==> config.mk <==
export PLATFORM = sky130hd
export DESIGN_NAME = mcu_host_bus_emulation
export DESIGN_NICKNAME = d
export VERILOG_FILES = /design/src/shared/host_bus_pkg.sv /design/src/core/mcu_host_bus_emulation.sv
export SDC_FILE = /design/constraint.sdc
export NUM_CORES = 1
export LEC_CHECK = 0
export BUFFER_PORTS_ARGS = -buffer_cell sky130_fd_sc_hd__buf_2
export CAP_MARGIN = 30
export CELL_PAD_IN_SITES_DETAIL_PLACEMENT = 1
export CELL_PAD_IN_SITES_GLOBAL_PLACEMENT = 1
export CORE_ASPECT_RATIO = 1.2
export CORE_MARGIN = 3
export CORE_UTILIZATION = 45
export CTS_CLUSTER_DIAMETER = 60
export DETAILED_ROUTE_END_ITERATION = 8
export PLACE_DENSITY = 0.86
export SLEW_MARGIN = 20
export SYNTH_ARGS = -nofsm -noshare
export SYNTH_HDL_FRONTEND = slang
export SYNTH_SLANG_ARGS = --single-unit
==> constraint.sdc <==
create_clock -name ref_clk -period 3.5 [get_ports ref_clk]
set_input_delay 0.875 -clock ref_clk [delete_from_list [all_inputs] [get_ports ref_clk]]
set_output_delay 0.875 -clock ref_clk [all_outputs]
set_load 0.03 [all_outputs]
==> src/shared/host_bus_pkg.sv <==
// Constants and types for the emulated microcontroller bus master.
// Assumes a single 20 MHz clock domain; no software-visible registers.
package host_bus_pkg;

   // ----------------------------------------------------------------
   // Command codes presented on the command port
   // ----------------------------------------------------------------
   localparam logic [2:0] CMD_READ        = 3'h0;
   localparam logic [2:0] CMD_WRITE       = 3'h1;
   localparam logic [2:0] CMD_WAIT_HIGH   = 3'h2;
   localparam logic [2:0] CMD_WAIT_LOW    = 3'h3;

   // ----------------------------------------------------------------
   // Timing: each strobe phase lasts at least this long
   // ----------------------------------------------------------------
   localparam int         CLK_PERIOD_NS   = 50;
   localparam int         PHASE_NS        = 100;
   localparam int         PHASE_CYC_INT   = (PHASE_NS + CLK_PERIOD_NS - 1) / CLK_PERIOD_NS;
   localparam logic [3:0] PHASE_CYC       = 4'(PHASE_CYC_INT);

   // ----------------------------------------------------------------
   // Reset values of the bus pins
   // ----------------------------------------------------------------
   localparam logic [7:0] ADDR_RST        = 8'h00;
   localparam logic [7:0] DATA_RST        = 8'h00;

   // ----------------------------------------------------------------
   // Bus sequencer states
   // ----------------------------------------------------------------
   typedef enum logic [2:0]
   {
      ST_IDLE   = 3'b000,
      ST_WAITIRQ= 3'b001,
      ST_LATCH  = 3'b010,
      ST_SETUP  = 3'b011,
      ST_STROBE = 3'b100,
      ST_HOLD   = 3'b101
   } bus_state_t;

endpackage
==> src/core/mcu_host_bus_emulation.sv <==
// Bus master that emulates a microcontroller external bus toward a peripheral.
// Assumes commands from logic on ref_clk; bus_wait_n and aux pins are async pins.
//
// Overview of operation
// - Low wait input stretches the strobe phase until it returns high.
// - A divide-by-two replica of the working clock is presented on the clock monitor output.
// - Address bits 8 to 15 are driven on eight upper-address outputs.
// - Chip select is a low pulse covering each read or write access.
// - Address latch strobe pulses high so the peripheral captures the address.
// - Active-low read strobe fetches data; active-low write strobe delivers it.
// - Write data is valid before write strobe falls and held after it rises.
// - Wait commands stall until the auxiliary pin is high, or until low.
// - After the awaited level, the queued read runs and its value returns.
`timescale 1ns/1ps

module mcu_host_bus_emulation
(
   input  wire logic        ref_clk,
   input  wire logic        nrst,
   input  wire logic        cmd_valid,
   input  wire logic [2:0]  cmd_op,
   input  wire logic [15:0] cmd_addr,
   input  wire logic [7:0]  cmd_wdata,
   output logic             cmd_ready,
   output logic             rsp_valid,
   output logic [7:0]       rsp_data,
   input  wire logic        bus_wait_n,
   input  wire logic        aux_pin_zero,
   input  wire logic [7:0]  ad_in,
   output logic [7:0]       ad_out,
   output logic             ad_oe,
   output logic [7:0]       upper_addr,
   output logic             ale,
   output logic             cs_n,
   output logic             rd_n,
   output logic             wr_n,
   output logic             clock_monitor_out
);

   // ----------------------------------------------------------------
   // State record
   // ----------------------------------------------------------------
   typedef struct packed
   {
      host_bus_pkg::bus_state_t st;
      logic [3:0]  cnt;
      logic        is_write;
      logic        want_high;
      logic [7:0]  wdata;
      logic [7:0]  lo_addr;
      logic [1:0]  wait_sync;
      logic [1:0]  aux_sync;
      logic [7:0]  ad_meta;
      logic [7:0]  ad_sync;
      logic [7:0]  rd_data;
      logic        cmd_ready;
      logic        rsp_valid;
      logic [7:0]  rsp_data;
      logic [7:0]  ad_out;
      logic        ad_oe;
      logic [7:0]  upper_addr;
      logic        ale;
      logic        cs_n;
      logic        rd_n;
      logic        wr_n;
      logic        clk_mon;
   } state_t;

   state_t s_r;
   state_t s_nxt;

   // Outputs straight from the state flops
   assign cmd_ready         = s_r.cmd_ready;
   assign rsp_valid         = s_r.rsp_valid;
   assign rsp_data          = s_r.rsp_data;
   assign ad_out            = s_r.ad_out;
   assign ad_oe             = s_r.ad_oe;
   assign upper_addr        = s_r.upper_addr;
   assign ale               = s_r.ale;
   assign cs_n              = s_r.cs_n;
   assign rd_n              = s_r.rd_n;
   assign wr_n              = s_r.wr_n;
   assign clock_monitor_out = s_r.clk_mon;

   // ----------------------------------------------------------------
   // Next-state logic
   // ----------------------------------------------------------------
   always_comb
   begin
      s_nxt           = s_r;
      s_nxt.rsp_valid = 1'b0;
      s_nxt.ale       = 1'b0;
      // Synchronise the asynchronous pins
      s_nxt.wait_sync = {s_r.wait_sync[0], bus_wait_n};
      s_nxt.aux_sync  = {s_r.aux_sync[0], aux_pin_zero};
      // Low data pins pass two flops like the other pins
      s_nxt.ad_meta   = ad_in;
      s_nxt.ad_sync   = s_r.ad_meta;
      // Divide-by-two replica of the working clock
      s_nxt.clk_mon   = ~s_r.clk_mon;
      if (s_r.cnt != 4'h0)
      begin
         s_nxt.cnt = s_r.cnt - 4'h1;
      end
      unique case (s_r.st)
         host_bus_pkg::ST_IDLE:
         begin
            if (cmd_valid && s_r.cmd_ready)
            begin
               s_nxt.cmd_ready  = 1'b0;
               s_nxt.upper_addr = cmd_addr[15:8];
               s_nxt.lo_addr    = cmd_addr[7:0];
               s_nxt.wdata      = cmd_wdata;
               s_nxt.is_write   = (cmd_op == host_bus_pkg::CMD_WRITE);
               s_nxt.want_high  = (cmd_op == host_bus_pkg::CMD_WAIT_HIGH);
               if (cmd_op == host_bus_pkg::CMD_WAIT_HIGH || cmd_op == host_bus_pkg::CMD_WAIT_LOW)
               begin
                  s_nxt.st = host_bus_pkg::ST_WAITIRQ;
               end
               else
               begin
                  s_nxt.st     = host_bus_pkg::ST_LATCH;
                  s_nxt.ad_out = cmd_addr[7:0];
                  s_nxt.ad_oe  = 1'b1;
                  s_nxt.ale    = 1'b1;
                  s_nxt.cnt    = host_bus_pkg::PHASE_CYC;
               end
            end
         end
         host_bus_pkg::ST_WAITIRQ:
         begin
            // Stall until the awaited level, then perform the queued read
            if (s_r.aux_sync[1] == s_r.want_high)
            begin
               s_nxt.st     = host_bus_pkg::ST_LATCH;
               s_nxt.ad_out = s_r.lo_addr;
               s_nxt.ad_oe  = 1'b1;
               s_nxt.ale    = 1'b1;
               s_nxt.cnt    = host_bus_pkg::PHASE_CYC;
            end
         end
         host_bus_pkg::ST_LATCH:
         begin
            s_nxt.ale = (s_r.cnt != 4'h1) && (s_r.cnt != 4'h0);
            if (s_r.cnt == 4'h0)
            begin
               // Select asserted; write data set up before write strobe
               s_nxt.st     = host_bus_pkg::ST_SETUP;
               s_nxt.cs_n   = 1'b0;
               s_nxt.ad_out = s_r.wdata;
               s_nxt.ad_oe  = s_r.is_write;
               s_nxt.cnt    = host_bus_pkg::PHASE_CYC;
            end
         end
         host_bus_pkg::ST_SETUP:
         begin
            if (s_r.cnt == 4'h0)
            begin
               s_nxt.st   = host_bus_pkg::ST_STROBE;
               s_nxt.rd_n = s_r.is_write;
               s_nxt.wr_n = ~s_r.is_write;
               s_nxt.cnt  = host_bus_pkg::PHASE_CYC;
            end
         end
         host_bus_pkg::ST_STROBE:
         begin
            // Hold the strobe while the peripheral pulls wait low
            if (s_r.cnt == 4'h0 && s_r.wait_sync[1])
            begin
               s_nxt.st      = host_bus_pkg::ST_HOLD;
               s_nxt.rd_n    = 1'b1;
               s_nxt.wr_n    = 1'b1;
               s_nxt.cnt     = host_bus_pkg::PHASE_CYC;
            end
         end
         host_bus_pkg::ST_HOLD:
         begin
            // The synchronised copy lags two edges, so on the first hold
            // cycle it still shows the pins as they stood under the strobe
            if (s_r.cnt == host_bus_pkg::PHASE_CYC)
            begin
               s_nxt.rd_data = s_r.ad_sync;
            end
            // Data stays driven after the write strobe rises
            if (s_r.cnt == 4'h0)
            begin
               s_nxt.st        = host_bus_pkg::ST_IDLE;
               s_nxt.cs_n      = 1'b1;
               s_nxt.ad_oe     = 1'b0;
               s_nxt.cmd_ready = 1'b1;
               s_nxt.rsp_valid = ~s_r.is_write;
               s_nxt.rsp_data  = s_r.rd_data;
            end
         end
         default:
         begin
            s_nxt.st = host_bus_pkg::ST_IDLE;
         end
      endcase
   end

   // ----------------------------------------------------------------
   // State register
   // ----------------------------------------------------------------
   always_ff @(posedge ref_clk or negedge nrst)
   begin
      if (!nrst)
      begin
         s_r            <= '0;
         s_r.st         <= host_bus_pkg::ST_IDLE;
         s_r.wait_sync  <= 2'b11;
         s_r.cmd_ready  <= 1'b1;
         s_r.cs_n       <= 1'b1;
         s_r.rd_n       <= 1'b1;
         s_r.wr_n       <= 1'b1;
         s_r.upper_addr <= host_bus_pkg::ADDR_RST;
         s_r.ad_out     <= host_bus_pkg::DATA_RST;
      end
      else
      begin
         s_r <= s_nxt;
      end
   end

endmodule

=== After elaboration in Yosys (flattened, before gate mapping) ===
Cells that the tools add are included.

* Bits in read-only memories: 0
* RAM bits: 0
* Bits in latches: 0
* Word-level logic and storage cells: 94
* Bits in registers: 85
* Bits of input ports: 40
* Memories: 0

* Multiplexer cells: 30
* Div/mod/pow operators: 0
* Equal/unequal tests: 18
* Reductions and logical operators: 21
* $add $sub $neg: 1
* $lt $le $gt $ge: 0
* $mul: 0
* Shifts and indexed selects: 0
* Bitwise gates (word level): 2

{| class="wikitable"
|+ Operator list
! operator !! number
|-
| $mux W9 || 4
|-
| $mux W7 || 4
|-
| $mux W25 || 1
|-
| $pmux W8 S3 || 1
|-
| $pmux W4 S5 || 1
|-
| $mux W18 || 1
|-
| $pmux W3 S6 || 1
|-
| $ne A2 B2 Y1 const B || 7
|-
| $eq A3 B2 Y1 const B || 4
|-
| $reduce_and A6 Y1 || 2
|-
| $mux W10 || 1
|-
| $reduce_and A3 Y1 || 3
|-
| $mux W4 || 2
|-
| $reduce_bool A4 Y1 || 2
|-
| $eq A3 B1 Y1 const B || 2
|-
| $eq A3 B3 Y1 const B || 2
|-
| $mux W2 || 3
|-
| $reduce_and A2 Y1 || 3
|-
| $reduce_bool A2 Y1 || 3
|-
| $mux W1 || 5
|-
| $reduce_and A5 Y1 || 1
|-
| $eq A4 B2 Y1 const B || 1
|-
| $logic_not A4 Y1 || 1
|-
| $ne A4 B1 Y1 const B || 1
|-
| 12 further kinds || 16
|}

=== Longest topological paths before layout ===
* Depth after elaboration: 5
* Mapped depth: 9
* Mapped depth without buffers: 9

=== Least setup slack after synthesis ===
No wires, ideal clock.

* Path type: input port to flip-flop
* From: input cmd_op[2]
* To: register, netlist name ad_out[0]
* Arrival time: 1.990 ns
* Setup slack: 1.385 ns
* Library setup time: 0.125 ns
* Stages: 4
* Required time: 3.375 ns
* Cells stage by stage: nand2b_1 buf_1 a221oi_4 mux2_2

* Word-level cells in the longest chain between the ends: 4
* Elaborated cells on any way between the ends: 5

{| class="wikitable"
|+ Ends and longest elaborated chain
! item !! RTL line !! RTL
|-
| start: declaration || mcu_host_bus_emulation.sv:21 || <nowiki>input wire logic [2:0] cmd_op,</nowiki>
|-
| $eq A3 B2 Y1 || mcu_host_bus_emulation.sv:116 || <nowiki>if (cmd_op == host_bus_pkg::CMD_WAIT_HIGH || cmd_op == host_bus_pkg::CMD_WAIT_LOW)</nowiki>
|-
| $logic_or A1 B1 Y1 (*) || mcu_host_bus_emulation.sv:116 ||
|-
| $ne A2 B2 Y1 (no source line) (*) || n/a ||
|-
| $reduce_and A5 Y1 (no source line) (*) || n/a ||
|}

Every way passes the cells marked *; elsewhere a longest branch is shown, timed or not.
A chain may end at the register's enable or synchronous reset.

==> metrics.cfg <==
[run_status]
status = finished, final reports clean

[power]
static-leakage-power_nw = 2.10
power_density_nw_per_um2 = 835
vdd_drop_max_v = 0.000384

[hold_path]
hold_class = reg2reg

[setup_path]
cp_slowest_cell = nor3b_2
path_max_fanout = 8
timing.critical_path.buf_inv = 2
crit_chain = inv_1 -> ha_1 -> nor3b_2 -> inv_1 -> ha_1 -> nor2_1 -> o21ai_0 -> a41o_1 -> a21oi_1
max_stage_delay_ps = 570
crit_type = reg2reg
end_kind = flop
start_kind = flop
arrival_ps = 2840
worstPathRequired_ps = 3800
crit_family = simple AND/OR/NAND/NOR gates

[finish]
nets = 417
stdcell_count = 469
fillCellCount = 876
syn2layout_area_growth_pct = 12.7
regArea_um2 = 2130
antenna_cells = 0
multiInputGateArea_um2 = 1230
final_common_cell = nand2_1
layout-drive-gt1-share_pct = 34.2
final_cell_mix = nand2_1 (82), dfrtp_1 (79), buf_2 (70), mux2_2 (24), a21oi_1 (11)

[clock_network]
clock_sinks = 85
cts_max_level = 3
cts.clk_slew.worst_paths_ps = 100
tritoncts = yes
cts_buffers = 9
post_cts_resized = 0
cts-root-buf = clkbuf_8
cts_buffer_depth = 2
cts-hold-fix-buffers = 0
cts_setup_buffers = 0
clk_latency_ps = 370

[timing]
rsz0062_at_grt = false
post-route-period-util_pct = 72.6
setup_tns_ps = 0
slew_viol_final = 0
period_minus_slack_ps = 2540
max_slew.worst_pin.slew_ps = 918
skew_ps = 14.0
final_hold_viol_count = 0
setup_viol = 0
fmax_ghz = 0.393
slew-limit-headroom_pct = 38.8

[placed_design]
dp.cells = 453
place.detailed.hpwl_mm = 5.96
gp_congestion = 0.882
io_buffers = 71

[synth]
synth_nets = 367
synth-seq-cells = 85
synth_edf_count = 0
synthArstFlopShare_pct = 100
syn_inst = 322
ys_types = 42
synth_area_um2 = 3640
avgSynthCellArea_um2 = 11.3
ys_warn_count = 0
yosys_most_used_dff = dfrtp_1
seq_area_frac_synth_pct = 58.7

[global_route]
antenna_found_initial = 0
groute.usage.overall_pct = 20.5
met1_usage_pct = 25.1
grt.busiest_layer = met2
use_met3_pct = 5.47
grt_util_met2_pct = 34.0
grt.overflow.total = 0
grt_pass1_wl_mm = 14.4
grt_pass1_vias = 2802
grt_max_degree = 42

[routing]
drt-initial-drc-count = 176
ant_nets = 0
dr_total_vias = 2541
drtPass1Iterations = 4
wire_per_inst_um = 18.2
finalWirelength_mm = 8.54
viasPerCell = 5.42
drcViolationCount = 0

[floorplanning]
core-area_um2 = 7750
dieArea_um2 = 9200
die_w_um = 88.1
rows = 35
start_util_pct = 46.9
io_pins = 72
fp.dieH_um = 104

[run]
maxCapViolCount = 0

-- layout make-up --
cell class | count | area share, %
Sequential cell | 85 | 52.1
Multi-Input combinational cell | 192 | 29.9
Timing Repair Buffer | 76 | 9.64
Clock buffer | 9 | 3.02
Tap cell | 92 | 2.81
Clock inverter | 7 | 1.80
Inverter | 8 | 0.732
-- cell families (layout without fill, tap and decap cells) --
kind of cell	count (synthesis)	in the layout	share of synthesized area [%]
flip-flops	85	85	58.7
adder cells (fa/ha/maj)	5	5	1.72
AND/OR/NAND/NOR	108	108	13.1
XOR/XNOR	3	3	0.723
multiplexers	25	25	7.71
buffers and inverters	45	100	7.81
AO/OA/AOI/OAI	51	51	10.3
-- flip-flops by register name, summed over array words and instances, names as in the netlist --
name               cells
ale                    1
ad_oe                  1
rsp_valid              1
cmd_ready              1
s_r                   43
upper_addr             8
rd_n                   1
wr_n                   1
rsp_data               8
ad_out                 8
clock_monitor_out      1
s_nxt                 10
cs_n                   1
-- Yosys cell counts, types with 4 or more instances --
library cell	number	area, µm²
nor2b_1	5	31.3
dfstp_2	6	158
dfrtp_1	79	1980
o21ai_0	10	50.1
ha_1	5	62.6
a21oi_1	11	55.1
inv_1	8	30.0
a22oi_1	8	60.1
nor2_1	8	30.0
nand2_1	82	308
clkbuf_1	4	15.0
buf_4	30	225
mux2_2	24	270
o2bb2ai_1	8	70.1
-- through the flow --
stage	setup WS [ps]	utilization, %	instance area, µm²	hold WS [ps]	power (mW)
2_1_floorplan	1380	-	3640	331	2.47
3_3_place_gp	996	50.3	3900	333	2.66
3_5_place_dp	948	50.3	3900	336	2.75
4_1_cts	980	52.9	4100	359	3.46
5_1_grt	803	52.9	4100	362	3.66
6_report	958	52.9	4100	357	3.42
-- path summary, 6_finish.rpt --
path                       startpoint   endpoint  slack (ps)  cells past startpoint
min                         s_nxt[57]    s_r[57]         360                      0
min reg2reg                 s_nxt[57]    s_r[57]         360                      0
max in group asynchronous        nrst  s_nxt[59]        2250                      2
min in group asynchronous        nrst    s_r[71]         480                      1
max reg2reg                   s_r[78]    s_r[78]         960                      9
max                           s_r[78]    s_r[78]         960                      9
-- per-layer routing --
layer | wire length (µm) | vias to the layer above
li1 | - | 1176
met1 | 3470 | 1279
met2 | 4450 | 68
met3 | 412 | 18
met4 | 213 | 0
met5 | 0 | -
-- where the power goes --
part           total [mW]  switching (mW)  internal, mW  leakage, nW
Sequential           1.50           0.219          1.28         1.06
Clock               0.688           0.406         0.282        0.101
Combinational        1.23           0.786         0.446        0.936
(Power assumes the default switching activity.)
